<file path="src/gdrv_fault_map.svh">
// register map, field positions, reset values and timing for fault supervision
// Functional notes
// RULE1: supply undervoltage: gates off, pump off, fault low
// RULE2: supply undervoltage latches flags, recovers automatically
// RULE3: supply flag held until clear or enable pulse
// RULE4: gate rail undervoltage: gates off, fault, flags
// RULE5: gate rail flag sticky; driving resumes automatically
// RULE6: gate rail check disable bit, pin variant always
// RULE7: overcurrent needs enabled MOSFET beyond deglitch time
// RULE8: pin variant: 4us deglitch, 8ms retry, tie-off
// RULE9: register threshold, deglitch, four response modes
// RULE10: per-cycle mode: PWM rising edge clears overcurrent
// RULE11: link select default 0; 1 links bridges
// RULE12: mode 00 latched shutdown until clear
// RULE13: mode 01 retry period clears automatically
// RULE14: mode 10 reports only, gates keep running
// RULE15: mode 11 ignores overcurrent entirely
// RULE16: report mode leaves overcurrent handling to controller
// RULE17: fault clear bit self-clears, reads zero
`ifndef GDRV_FAULT_MAP_SVH
`define GDRV_FAULT_MAP_SVH
`define GDF_OFF_STATUS 12'h000
`define GDF_OFF_CTRL 12'h004
`define GDF_OFF_IRQ_STAT 12'h008
`define GDF_OFF_IRQ_MASK 12'h00c
`define GDF_CTRL_RESET 32'h0000_0014
`define GDF_CTRL_WMASK 32'h0000_0ffe
`define GDF_IRQ_BITS 3
`define GDF_CLK_MHZ 20
`define GDF_HW_DEG_NS 4000
`define GDF_DEG0_NS 1000
`define GDF_DEG1_NS 2000
`define GDF_DEG2_NS 4000
`define GDF_DEG3_NS 8000
`define GDF_RETRY_MS 8
`endif

</file>
<file path="src/gdrv_fault_pkg.sv">
// types shared by the gate driver fault supervision logic
package gdrv_fault_pkg;
    typedef enum logic [1:0] {
        ocp_latched = 2'b00,
        ocp_retry = 2'b01,
        ocp_report = 2'b10,
        ocp_off = 2'b11
    } overcurrent_response_select_t;

    // bit 0 fault_clear_bit, read back as zero
    typedef struct packed {
        logic [19:0] rsvd;
        logic [3:0] drain_source_threshold_select;
        logic [1:0] overcurrent_deglitch_select;
        overcurrent_response_select_t overcurrent_response_select;
        logic overcurrent_link_select;
        logic per_cycle_clear_mode;
        logic gate_supply_check_disable;
        logic fault_clear_bit;
    } ctrl_t;

    typedef struct packed {
        logic [21:0] rsvd;
        logic [5:0] mosfet_overcurrent;
        logic drain_source_overcurrent_flag;
        logic gate_supply_undervolt_flag;
        logic supply_undervolt_flag;
        logic fault;
    } status_t;

    typedef struct packed {
        logic motor_supply_uv;
        logic drain_sense_supply_uv;
        logic charge_pump_rail_uv;
        logic low_side_gate_rail_uv;
        logic threshold_config_pin;
        logic enable_reset_pulse;
        logic [5:0] pwm;
        logic [5:0] vds_over;
    } pins_t;

    typedef enum logic [1:0] {
        retry_idle = 2'b00,
        retry_wait = 2'b01,
        retry_done = 2'b11
    } retry_state_t;
endpackage

</file>
<file path="src/gate_driver_fault_protection.sv">
// fault supervision of a three-phase gate driver with apb registers
`timescale 1ns/1ns
`default_nettype none
`include "gdrv_fault_map.svh"
module gate_driver_fault_protection #(
    parameter bit PIN_CONFIG = 1'b0,
    parameter int RETRY_CYCLES = `GDF_RETRY_MS * 1000 * `GDF_CLK_MHZ
) (
    input wire logic pclk,
    input wire logic presetn,
    input wire logic psel,
    input wire logic penable,
    input wire logic pwrite,
    input wire logic [11:0] paddr,
    input wire logic [31:0] pwdata,
    output logic [31:0] prdata,
    output logic pready,
    output logic pslverr,
    input wire logic motor_supply_uv,
    input wire logic drain_sense_supply_uv,
    input wire logic charge_pump_rail_uv,
    input wire logic low_side_gate_rail_uv,
    input wire logic [5:0] vds_over,
    input wire logic [5:0] pwm_in,
    input wire logic threshold_config_pin,
    input wire logic enable_reset_pulse,
    output logic [5:0] gate_enable,
    output logic charge_pump_en,
    output logic fault_out_n,
    output logic [3:0] drain_source_threshold_select,
    output logic irq
);
    localparam int DEG_W = 8;

    function automatic logic [DEG_W-1:0] ns_to_cycles(input int ns);
        int c;
        c = (ns * `GDF_CLK_MHZ + 999) / 1000;
        if (c < 1) begin
            c = 1;
        end
        return DEG_W'(c);
    endfunction

    function automatic logic [DEG_W-1:0] deg_limit(input logic [1:0] sel);
        logic [DEG_W-1:0] r;
        r = ns_to_cycles(`GDF_DEG0_NS);
        case (sel)
            2'h0: r = ns_to_cycles(`GDF_DEG0_NS);
            2'h1: r = ns_to_cycles(`GDF_DEG1_NS);
            2'h2: r = ns_to_cycles(`GDF_DEG2_NS);
            2'h3: r = ns_to_cycles(`GDF_DEG3_NS);
            default: r = ns_to_cycles(`GDF_DEG0_NS);
        endcase
        return r;
    endfunction

    // pins come from analog comparators and the controller: two flops first
    gdrv_fault_pkg::pins_t pin_raw;
    gdrv_fault_pkg::pins_t sync1_q;
    gdrv_fault_pkg::pins_t sync2_q;
    logic [5:0] pwm_prev_q;

    assign pin_raw = '{
        motor_supply_uv: motor_supply_uv,
        drain_sense_supply_uv: drain_sense_supply_uv,
        charge_pump_rail_uv: charge_pump_rail_uv,
        low_side_gate_rail_uv: low_side_gate_rail_uv,
        threshold_config_pin: threshold_config_pin,
        enable_reset_pulse: enable_reset_pulse,
        pwm: pwm_in,
        vds_over: vds_over
    };

    always_ff @(posedge pclk or negedge presetn) begin
        if (!presetn) begin
            sync1_q <= '0;
            sync2_q <= '0;
            // all ones only while in reset; sync2_q.pwm resets to zero, so the first synced high pwm value after reset is a rising edge
            pwm_prev_q <= '1;
        end else begin
            sync1_q <= pin_raw;
            sync2_q <= sync1_q;
            pwm_prev_q <= sync2_q.pwm;
        end
    end

    // register state
    gdrv_fault_pkg::ctrl_t ctrl_q;
    gdrv_fault_pkg::status_t status;
    logic [2:0] irq_stat_q;
    logic [2:0] irq_mask_q;
    logic [31:0] prdata_q;
    logic clear_pulse_q;

    logic wr_en;
    logic rd_setup;
    logic addr_ok;
    assign addr_ok = (paddr == `GDF_OFF_STATUS) || (paddr == `GDF_OFF_CTRL)
        || (paddr == `GDF_OFF_IRQ_STAT) || (paddr == `GDF_OFF_IRQ_MASK);
    assign wr_en = psel && penable && pwrite && addr_ok;
    assign rd_setup = psel && !penable && !pwrite;
    assign pready = 1'b1;
    assign pslverr = psel && penable && !addr_ok;
    assign prdata = prdata_q;

    always_ff @(posedge pclk or negedge presetn) begin
        if (!presetn) begin
            ctrl_q <= gdrv_fault_pkg::ctrl_t'(`GDF_CTRL_RESET); // [RULE11]
        end else if (wr_en && paddr == `GDF_OFF_CTRL) begin
            ctrl_q <= gdrv_fault_pkg::ctrl_t'(pwdata & `GDF_CTRL_WMASK); // [RULE17]
        end
    end

    // fault clear is a one-cycle command; it never lands in ctrl_q
    always_ff @(posedge pclk or negedge presetn) begin
        if (!presetn) begin
            clear_pulse_q <= 1'b0;
        end else begin
            clear_pulse_q <= (wr_en && paddr == `GDF_OFF_CTRL && pwdata[0])
                || sync2_q.enable_reset_pulse; // [RULE17] [RULE3]
        end
    end

    // effective configuration; pin variant overrides the register fields except drain_source_threshold_select
    logic gd_check_on;
    logic ocp_disabled;
    gdrv_fault_pkg::overcurrent_response_select_t mode;
    logic per_cycle;
    logic linked;
    logic [DEG_W-1:0] deg_cnt_max;
    assign gd_check_on = PIN_CONFIG || !ctrl_q.gate_supply_check_disable; // [RULE6]
    assign mode = PIN_CONFIG ? gdrv_fault_pkg::ocp_retry
        : ctrl_q.overcurrent_response_select; // [RULE8] [RULE9]
    assign ocp_disabled = (mode == gdrv_fault_pkg::ocp_off)
        || (PIN_CONFIG && sync2_q.threshold_config_pin); // [RULE15] [RULE8]
    assign per_cycle = PIN_CONFIG || ctrl_q.per_cycle_clear_mode; // [RULE10]
    assign linked = !PIN_CONFIG && ctrl_q.overcurrent_link_select; // [RULE11]
    assign deg_cnt_max = PIN_CONFIG ? ns_to_cycles(`GDF_HW_DEG_NS)
        : deg_limit(ctrl_q.overcurrent_deglitch_select); // [RULE8] [RULE9]
    assign drain_source_threshold_select = ctrl_q.drain_source_threshold_select;

    // live undervoltage levels
    logic supply_uv_live;
    logic gate_uv_live;
    assign supply_uv_live = sync2_q.motor_supply_uv || sync2_q.drain_sense_supply_uv;
    assign gate_uv_live = gd_check_on
        && (sync2_q.charge_pump_rail_uv || sync2_q.low_side_gate_rail_uv); // [RULE4]

    // sticky undervoltage flags, set wins over clear
    logic uv_flag_q;
    logic gd_flag_q;
    always_ff @(posedge pclk or negedge presetn) begin
        if (!presetn) begin
            uv_flag_q <= 1'b0;
            gd_flag_q <= 1'b0;
        end else begin
            if (supply_uv_live) begin
                uv_flag_q <= 1'b1; // [RULE2]
            end else if (clear_pulse_q) begin
                uv_flag_q <= 1'b0; // [RULE3]
            end
            if (gate_uv_live) begin
                gd_flag_q <= 1'b1; // [RULE4]
            end else if (clear_pulse_q) begin
                gd_flag_q <= 1'b0; // [RULE5]
            end
        end
    end

    // per-MOSFET deglitch: only a comparator on a driven MOSFET counts
    logic [DEG_W-1:0] deg_q [6];
    logic [5:0] ocp_hit;
    logic [5:0] armed;
    assign armed = sync2_q.vds_over & sync2_q.pwm & gate_enable;
    always_ff @(posedge pclk or negedge presetn) begin
        if (!presetn) begin
            for (int i = 0; i < 6; i++) begin
                deg_q[i] <= '0;
            end
        end else begin
            for (int i = 0; i < 6; i++) begin
                if (!armed[i]) begin
                    deg_q[i] <= '0; // [RULE7]
                end else if (deg_q[i] != deg_cnt_max) begin
                    deg_q[i] <= deg_q[i] + DEG_W'(1);
                end
            end
        end
    end
    always_comb begin
        for (int i = 0; i < 6; i++) begin
            ocp_hit[i] = armed[i] && (deg_q[i] == deg_cnt_max) && !ocp_disabled; // [RULE7]
        end
    end

    // retry timer for mode 01
    gdrv_fault_pkg::retry_state_t rst_q;
    logic [31:0] retry_cnt_q;
    logic retry_expire;
    logic [5:0] ocp_q;
    assign retry_expire = (rst_q == gdrv_fault_pkg::retry_done);
    always_ff @(posedge pclk or negedge presetn) begin
        if (!presetn) begin
            rst_q <= gdrv_fault_pkg::retry_idle;
            retry_cnt_q <= '0;
        end else begin
            case (rst_q)
                gdrv_fault_pkg::retry_idle: begin
                    retry_cnt_q <= '0;
                    if (|ocp_q && mode == gdrv_fault_pkg::ocp_retry) begin
                        rst_q <= gdrv_fault_pkg::retry_wait;
                    end
                end
                gdrv_fault_pkg::retry_wait: begin
                    retry_cnt_q <= retry_cnt_q + 32'h1;
                    if (!(|ocp_q) || mode != gdrv_fault_pkg::ocp_retry) begin
                        rst_q <= gdrv_fault_pkg::retry_idle;
                    end else if (retry_cnt_q >= 32'(RETRY_CYCLES - 2)) begin
                        rst_q <= gdrv_fault_pkg::retry_done; // [RULE13]
                    end
                end
                default: begin
                    rst_q <= gdrv_fault_pkg::retry_idle;
                end
            endcase
        end
    end

    // overcurrent flags: a new hit beats any clear in the same cycle
    logic pwm_rise;
    logic manual_clear;
    assign pwm_rise = |(sync2_q.pwm & ~pwm_prev_q);
    assign manual_clear = clear_pulse_q
        && (mode == gdrv_fault_pkg::ocp_latched || mode == gdrv_fault_pkg::ocp_report);
    always_ff @(posedge pclk or negedge presetn) begin
        if (!presetn) begin
            ocp_q <= '0;
        end else begin
            for (int i = 0; i < 6; i++) begin
                if (ocp_hit[i]) begin
                    ocp_q[i] <= 1'b1; // [RULE12] [RULE13] [RULE14]
                end else if (ocp_disabled) begin
                    ocp_q[i] <= 1'b0; // [RULE15]
                end else if (manual_clear && !sync2_q.vds_over[i]) begin
                    ocp_q[i] <= 1'b0; // [RULE12] [RULE14]
                end else if (retry_expire) begin
                    ocp_q[i] <= 1'b0; // [RULE13]
                end else if (per_cycle && pwm_rise) begin
                    ocp_q[i] <= 1'b0; // [RULE10]
                end
            end
        end
    end

    // gate shutdown; report mode keeps switching, controller must react
    logic shut_mode;
    logic [2:0] hb_trip;
    logic [5:0] ocp_off_gates;
    assign shut_mode = (mode == gdrv_fault_pkg::ocp_latched)
        || (mode == gdrv_fault_pkg::ocp_retry); // [RULE14] [RULE16]
    always_comb begin
        for (int h = 0; h < 3; h++) begin
            hb_trip[h] = ocp_q[2*h] || ocp_q[2*h+1];
        end
        for (int h = 0; h < 3; h++) begin
            ocp_off_gates[2*h] = shut_mode && (linked ? |hb_trip : hb_trip[h]); // [RULE11]
            ocp_off_gates[2*h+1] = ocp_off_gates[2*h];
        end
    end

    logic uv_block;
    assign uv_block = supply_uv_live || gate_uv_live; // [RULE1] [RULE4]
    assign gate_enable = uv_block ? 6'h00 : ~ocp_off_gates; // [RULE12] [RULE13]
    assign charge_pump_en = !supply_uv_live; // [RULE1]

    // fault pin follows live conditions and latched overcurrent; global flag also holds while a sticky undervoltage flag is set
    logic fault_now;
    logic fault_q;
    assign fault_now = uv_block || (|ocp_q);
    always_ff @(posedge pclk or negedge presetn) begin
        if (!presetn) begin
            fault_q <= 1'b0;
        end else begin
            fault_q <= fault_now; // [RULE2] [RULE5] [RULE12]
        end
    end
    assign fault_out_n = !fault_now; // [RULE1] [RULE4] [RULE14]

    assign status = '{
        rsvd: '0,
        mosfet_overcurrent: ocp_q,
        drain_source_overcurrent_flag: |ocp_q,
        gate_supply_undervolt_flag: gd_flag_q,
        supply_undervolt_flag: uv_flag_q,
        fault: fault_q || uv_flag_q || gd_flag_q
    };

    // interrupt events: rising edges of the three flags
    logic [2:0] ev_q;
    logic [2:0] ev_now;
    assign ev_now = {|ocp_q, gd_flag_q, uv_flag_q};
    always_ff @(posedge pclk or negedge presetn) begin
        if (!presetn) begin
            ev_q <= '0;
            irq_stat_q <= '0;
            irq_mask_q <= '0;
        end else begin
            ev_q <= ev_now;
            // a new event wins over a write-one-to-clear
            if (wr_en && paddr == `GDF_OFF_IRQ_STAT) begin
                irq_stat_q <= (irq_stat_q & ~pwdata[2:0]) | (ev_now & ~ev_q);
            end else begin
                irq_stat_q <= irq_stat_q | (ev_now & ~ev_q);
            end
            if (wr_en && paddr == `GDF_OFF_IRQ_MASK) begin
                irq_mask_q <= pwdata[2:0];
            end
        end
    end
    assign irq = |(irq_stat_q & irq_mask_q);

    // read data captured in the setup cycle, held through the access
    always_ff @(posedge pclk or negedge presetn) begin
        if (!presetn) begin
            prdata_q <= '0;
        end else if (rd_setup) begin
            case (paddr)
                `GDF_OFF_STATUS: prdata_q <= status;
                `GDF_OFF_CTRL: prdata_q <= ctrl_q; // [RULE17]
                `GDF_OFF_IRQ_STAT: prdata_q <= {29'h0, irq_stat_q};
                `GDF_OFF_IRQ_MASK: prdata_q <= {29'h0, irq_mask_q};
                default: prdata_q <= '0;
            endcase
        end
    end
endmodule
`default_nettype wire

</file>
<file path="config.mk">
export PLATFORM = sky130hd
export DESIGN_NAME = gate_driver_fault_protection
export DESIGN_NICKNAME = d
export VERILOG_FILES = /design/src/gdrv_fault_pkg.sv /design/src/gate_driver_fault_protection.sv
export VERILOG_INCLUDE_DIRS = /design/src /design/src/src
export SDC_FILE = /design/constraint.sdc
export NUM_CORES = 1
export LEC_CHECK = 0
export ABC_AREA = 1
export BUFFER_PORTS_ARGS = -buffer_cell sky130_fd_sc_hd__buf_2
export CAP_MARGIN = 20
export CORE_MARGIN = 1
export CORE_UTILIZATION = 58
export CTS_CLUSTER_DIAMETER = 50
export DETAILED_ROUTE_END_ITERATION = 12
export PLACE_DENSITY = 0.8
export SLEW_MARGIN = 20
export SYNTH_ARGS = -nofsm -noshare
export SYNTH_HDL_FRONTEND = slang
export SYNTH_SLANG_ARGS = --single-unit
</file>
<file path="constraint.sdc">
create_clock -name pclk -period 2.08 [get_ports pclk]
set_clock_uncertainty 0.2 [all_clocks]
set_input_delay 0.312 -clock pclk [delete_from_list [all_inputs] [get_ports pclk]]
set_output_delay 0.312 -clock pclk [all_outputs]
set_load 0.02 [all_outputs]
</file>
==> results of run 1 <==
[power groups by stage]
stage	registers [mW]	clock network [mW]	logic (mW)
floorplan	3.31	0	0.121
global placement	3.32	0	0.229
detailed placement	3.32	0	0.233
CTS	3.26	3.11	0.288
global route	3.27	3.25	0.325
finish	3.26	3.07	0.290
[worst max-delay path, stage by stage (launching register included)]
cell and delay, ns:
dfrtp_1 0.43, nor2_4 0.16, nand4_1 0.17, nand2_2 0.17, nand2_2 0.08, inv_2 0.08
buf_6 0.11
[stage by stage]
stage,instances,setup WS (ns),hold WS [ns]
global placement,1378,0.222,0.0767
finish,1453,-0.0799,0.149
CTS,1452,-0.0557,0.150
detailed placement,1378,0.152,0.0785
floorplan,1133,0.323,-0.184
global route,1453,-0.149,0.160
[sequential cells by signal, summed over array words and instances (netlist names), 2 cells and up]
register and cells:
sync2_q 17, prdata 12, irq_stat_q 3, drain_source_threshold_select 4
irq_mask_q 3, mode 2, ctrl_q 3, pwm_prev_q 6
deg_q 48, rst_q 2, ocp_q 6, sync1_q 17
retry_cnt_q 32, ev_q 3
[worst max path at each step]
stage                            endpoint  slack, ns  cells past startpoint
after global routing       gate_enable[1]      -0.15                      6
after CTS                  gate_enable[1]      -0.06                      6
after detailed placement        deg_q[10]       0.15                      6
after global placement    retry_cnt_q[30]       0.22                      8
after floorplan            gate_enable[5]       0.32                      5
final                      gate_enable[1]      -0.08                      6
[cells in the mapped netlist, types with 12 or more instances]
cell	count
nand4_1	12
nand2_1	289
nand3_1	109
inv_1	140
buf_4	31
a21oi_1	39
o21ai_0	71
dfrtp_1	156
nor2_1	122
nor3_1	32
xor2_1	16
ha_1	14
[layer usage]
layer	wire length (um)	vias to the layer above	part of all wire, %	track usage (%)
li1	-	3804	-	-
met1	8650	3713	40	36.0
met2	10600	256	49	51.0
met3	1240	80	5.8	6.69
met4	905	0	4.2	16.0
met5	0	-	0	0
[final cells by class]
| cell class | count | area, sq um | share of cell area, % |
|---|---|---|---|
| repair buffers | 145 | 1070 | 10.3 |
| clock buffers | 20 | 437 | 4.23 |
| clock inverters | 12 | 134 | 1.30 |
| multi-input cells | 785 | 3790 | 36.8 |
| well taps | 184 | 230 | 2.23 |
| flip-flops and latches | 164 | 4110 | 39.9 |
| inverters | 143 | 542 | 5.25 |
[repair_timing]
action / 4_1_cts / 5_1_grt
hold buffers: 32 / 0
resized for setup: 28 / 17
buffers inserted: 10 / 1
hold endpoints to repair: 78 / 0
setup endpoints to repair: 7 / 26
pin swaps: 11 / 8
[cells by family (layout without fill, tap and decap cells)]
group                    Yosys count  in the layout
AO/OA/AOI/OAI                    123            123
AND/OR/NAND/NOR                  610            610
flip-flops                       164            164
adder cells (fa/ha/maj)           14             14
XOR/XNOR                          17             17
other                              2             21
buffers and inverters            184            320
==> results.py, run 1 <==
metrics = {
    "worst_setup_path": {
        "rr_worst_depth": 8,
        "worstSetupEndpointType": "output port",
        "r2r-start": "sync2_q[16]",
        "r2r_setup_slack_ns": 0.10,
        "cp.arrival_ns": 1.65,
        "path_class": "register to output port",
        "reg2reg_to": "ocp_q[0]",
        "worst_setup_path_start_kind": "register",
        "worstPathRequired_ns": 1.57,
        "crit_fanout": 3,
        "cp-startpoint": "ocp_q[0]",
    },
    "power_and_ir_drop": {
        "p_int_mw": 5.05,
        "power_frac_comb_pct": 4.4,
        "clkPwrFrac_pct": 46.4,
        "p_per_area_nw_per_um2": 642,
        "power.switching_mw": 1.58,
        "power.share.sequential_pct": 49.3,
        "p_leak_nw": 4.97,
        "swShare_pct": 23.8,
        "vdd_drop_max_mv": 0.604,
        "power_mw": 6.63,
    },
    "finish": {
        "fillers": 1114,
        "layout_common_cells": "283 x nand2_1, 156 x dfrtp_1, 134 x inv_1",
        "fin_util_pct": 71.3,
        "final_nets": 1337,
        "finish.instance_area_sq_um": 10300,
        "drive_gt1_share_pct": 15.7,
        "area_growth_pct": 20.4,
        "n_antenna_cell": 0,
        "mostFrequentLayoutCell": "nand2_1",
    },
    "detailed_routing": {
        "ant_nets": 0,
        "routedWlPerCell_um": 14.7,
        "first_pass_iters": 5,
        "drtIter0Drc": 578,
        "vias": 7853,
        "finalWirelength_mm": 21.4,
        "viasPerCell": 5.40,
        "drc": 0,
    },
    "global_routing": {
        "grt_pass1_vias": 7673,
        "grt_pass1_wl_mm": 34.9,
        "grt_overflow": 0,
        "antenna_found_initial": 0,
        "grt_max_degree": 48,
        "grt_usage_pct": 30.2,
    },
    "synthesis": {
        "synthAdderAreaFrac_pct": 2.04,
        "yosysWarningCount": 0,
        "synth_cells": 1114,
        "netlist.top_cell.by_area": "dfrtp_1",
        "synth_top_area_share_pct": 45.6,
        "synthSimpleGateAreaFrac_pct": 31.1,
        "synth_edf_count": 0,
        "yosysSeqAreaShare_pct": 48.0,
        "synthDistinctLibCells": 40,
        "ys_ff_latch": 164,
        "async_flop_share_pct": 100,
        "synth_xor_area_share_pct": 1.74,
        "synthesis.area_sq_um": 8570,
        "synth_top_family_by_area": "simple AND/OR/NAND/NOR gates",
        "synth_mux_area_share_pct": 0,
        "synth-compound-area-share_pct": 7.46,
        "synth_area_per_cell_sq_um": 7.69,
        "synth_area_leaders": "dfrtp_1 46%, nand2_1 13%, nand3_1 6.4%, inv_1 6.1%, nor2_1 5.3%",
        "ys.flop_type": "dfrtp_1",
    },
    "flow_run": {
        "maxCapViolCount": 0,
    },
    "sta": {
        "maxSlewViolCount": 0,
        "setup_viol": 7,
        "rsz0062_at_grt": "yes",
        "fin_crit_sh_pct": 104,
        "hold_violations": 0,
        "finalWorstSetupSlack_ns": -0.0799,
        "setup_tns_ns": -0.429,
        "layout_min_cycle_time_ns": 2.16,
        "slew_headroom_pct": 65.5,
        "worst_slew_pin_slew_ns": 0.517,
        "fmax_ghz": 0.463,
    },
    "die": {
        "core-area_sq_um": 14500,
        "initial_core_util_pct": 59.2,
        "rows": 44,
        "die_area_sq_um": 15300,
        "die_x_um": 124,
        "die_h_um": 124,
        "io_pins": 114,
    },
    "clock_network": {
        "clk_latency_ns": 0.44,
        "numCtsBuffers": 17,
        "ctsRootBufferMaster": "clkbuf_16",
        "h-tree-depth": 4,
        "cts_tree": "done",
        "cts.sinks": 164,
        "path_clk_slew_ns": 0.07,
        "cts.path.max_buffers": 2,
    },
    "placed_design": {
        "gp_congestion": 0.937,
        "hpwl_mm": 14.9,
        "dpl-instance-area_sq_um": 9210,
        "numPortBuffers": 71,
    },
    "worst_hold_path": {
        "worstHoldStart": "sync1_q[4]",
        "hold_path_class": "register to register",
        "min_to": "sync2_q[4]",
        "hold_depth": 0,
    },
    "outcome": {
        "violations": "negative setup slack",
        "status": "finished with violations",
    },
}
Power figures use the tool's default switching activity.
==> inputs of run 2 (changes only) <==
--- a/config.mk
+++ b/config.mk
@@ -7,7 +7,7 @@
 export NUM_CORES = 1
 export LEC_CHECK = 0
 export ABC_AREA = 1
-export BUFFER_PORTS_ARGS = -buffer_cell sky130_fd_sc_hd__buf_2
+export BUFFER_PORTS_ARGS = -buffer_cell sky130_fd_sc_hd__clkbuf_2
 export CAP_MARGIN = 20
 export CORE_MARGIN = 1
 export CORE_UTILIZATION = 58
==> run 2 against run 1 <==
  * The flow still finishes with violations (negative setup slack)
  * Final cell count decreased by 0.69%
  * Sequential share of layout area increased by 0.056 points
  * Worst hold slack got worse by 0.018 ns
  * Global-route usage decreased by 0.11 points
  * Register-to-register slack got worse by 0.05 ns
  * Sequential power about the same
  * Maximum frequency increased by 0.19%
  * Clock power increased by 5%
  * Combinational power increased by 1%
  * Core utilization about the same
  * Worst setup slack improved by 0.0041 ns
  * Critical endpoint is now gate_enable[0]
  * Largest cell class unchanged
==> results.py, run 2 (synthesis gave the netlist of run 1 again) <==
metrics = {
    "outcome": {
        "status": "finished with violations",
        "violations": "negative setup slack",
    },
    "worst_setup_path": {
        "max_stage_delay_ns": 0.43,
        "cp_slowest_cell": "dfrtp_1",
        "rr_worst_depth": 9,
        "path_class": "register to output port",
        "crit_fanout": 3,
        "critPathBufInv": 2,
        "r2r_setup_slack_ns": 0.05,
        "r2r-start": "ocp_q[4]",
        "reg2reg_to": "deg_q[43]",
        "cp_common_cell": "nand2_2",
        "path_cells": "nor2_4, nand4_1, nand2_2, nand2_2, inv_2, buf_8",
        "worstSetupEndpointType": "output port",
        "worstPathRequired_ns": 1.57,
        "cp.arrival_ns": 1.64,
        "crit_family": "simple AND/OR/NAND/NOR gates",
        "worst_setup_path_start_kind": "register",
    },
    "finish": {
        "n_antenna_cell": 0,
        "finish.instance_area_sq_um": 10300,
        "multiInputGateArea_sq_um": 3790,
        "final_nets": 1327,
        "seqCellArea_sq_um": 4120,
        "area_growth_pct": 20.3,
        "fillers": 1073,
        "mostFrequentLayoutCell": "nand2_1",
        "largest_reg_flops": 48,
        "layout_common_cells": "283 x nand2_1, 153 x dfrtp_1, 136 x inv_1",
        "top_regs": "deg_q (48), retry_cnt_q (32)",
        "fin_cells": 1443,
        "top_register": "deg_q",
        "drive_gt1_share_pct": 15.3,
    },
    "clock_network": {
        "numCtsBuffers": 17,
        "cts.path.max_buffers": 2,
        "cts.sinks": 164,
        "path_clk_slew_ns": 0.07,
        "h-tree-depth": 4,
        "ctsRootBufferMaster": "clkbuf_16",
        "clk_latency_ns": 0.43,
        "cts_tree": "done",
    },
    "power_and_ir_drop": {
        "power_mw": 6.77,
        "p_per_area_nw_per_um2": 657,
        "p_leak_nw": 4.94,
        "vdd_drop_max_mv": 0.666,
    },
    "sta": {
        "slew_headroom_pct": 61.5,
        "fin_crit_sh_pct": 104,
        "hold_ws_ns": 0.131,
        "finalWorstSetupSlack_ns": -0.0758,
        "worst_slew_pin_slew_ns": 0.574,
        "hold_violations": 0,
        "layout_min_cycle_time_ns": 2.16,
        "rsz0062_at_grt": "yes",
        "setup_viol": 6,
        "maxSlewViolCount": 0,
        "fmax_ghz": 0.464,
    },
    "placed_design": {
        "hpwl_mm": 14.4,
        "gp_congestion": 0.919,
        "pre_cts_slack_ns": 0.140,
        "post-place-cells": 1372,
        "numPortBuffers": 71,
        "dpl-instance-area_sq_um": 9180,
    },
    "detailed_routing": {
        "first_pass_iters": 6,
        "ant_nets": 0,
        "drc": 0,
        "vias": 7815,
        "finalWirelength_mm": 21.2,
        "viasPerCell": 5.42,
        "drtIter0Drc": 508,
        "routedWlPerCell_um": 14.7,
    },
    "die": {
        "rows": 44,
        "die_x_um": 124,
        "io_pins": 114,
        "die_area_sq_um": 15300,
        "core-area_sq_um": 14500,
        "die_h_um": 124,
        "initial_core_util_pct": 59.2,
    },
    "flow_run": {
        "maxCapViolCount": 0,
    },
    "global_routing": {
        "grt_pass1_vias": 7488,
        "grt_overflow": 0,
        "antenna_found_initial": 0,
        "grt_pass1_wl_mm": 34.9,
        "grt_usage_pct": 30.1,
        "grt_max_degree": 55,
    },
    "worst_hold_path": {
        "hold_path_class": "primary input to async pin",
    },
}
==> run 2: cell count changes in the layout (fill, tap and decap cells not counted), moves of 3 or more <==
| cell | delta |
|---|---|
| buf_6 | -7 |
| dfrtp_2 | +3 |
| buf_4 | -11 |
| clkbuf_2 | +63 |
| dfrtp_1 | -3 |
| buf_8 | +5 |
| buf_2 | -63 |
| clkbuf_8 | +4 |
| inv_6 | -3 |
==> run 2: stage by stage <==
stage          setup TNS [ns]  util [%]
2_1_floorplan               0         -
3_3_place_gp                0      63.4
3_5_place_dp                0      63.4
4_1_cts                -0.439      70.7
5_1_grt                 -1.05      71.2
6_report               -0.331      71.2
==> run 2: worst max-delay path by stage <==
| stage | from | cells after the start | slack [ns] | endpoint |
|---|---|---|---|---|
| after detailed placement | retry_cnt_q[1] | 8 | 0.14 | retry_cnt_q[30] |
| after floorplan | sync2_q[16] | 5 | 0.32 | gate_enable[5] |
| after CTS | sync2_q[17] | 5 | -0.08 | gate_enable[4] |
| final | ocp_q[4] | 6 | -0.08 | gate_enable[0] |
| after global placement | retry_cnt_q[1] | 8 | 0.19 | retry_cnt_q[30] |
| after global routing | ocp_q[0] | 6 | -0.17 | gate_enable[1] |
==> run 2: layout make-up <==
class | count | share of cell area [%]
sequential | 164 | 39.9
clock inverter | 12 | 1.40
tap | 184 | 2.23
timing repair buffer | 135 | 9.96
inverter | 143 | 5.25
multi-input combinational | 785 | 36.8
clock buffer | 20 | 4.43
==> run 2: power by group <==
part	internal, mW	leakage, nW	total [mW]	switching, mW
Clock	1.86	0.295	3.21	1.35
Combinational	0.115	2.54	0.294	0.178
Sequential	3.24	2.10	3.27	0.0273
==> run 2: repair_timing <==
action,4_1_cts,5_1_grt
hold buffers,32,0
gates cloned,0,0
buffers inserted,4,3
pin swaps,10,6
setup endpoints to repair,7,21
resized for setup,29,20
hold endpoints to repair,193,0
==> run 2: routing by layer <==
metal	part of all wire, %	vias up	global-route usage, %	wire (um)
met1	41	3680	36.4	8720
met2	49	306	51.6	10500
met3	6.7	50	7.33	1420
met5	0	-	0	0
li1	-	3779	-	-
met4	2.8	0	11.7	601
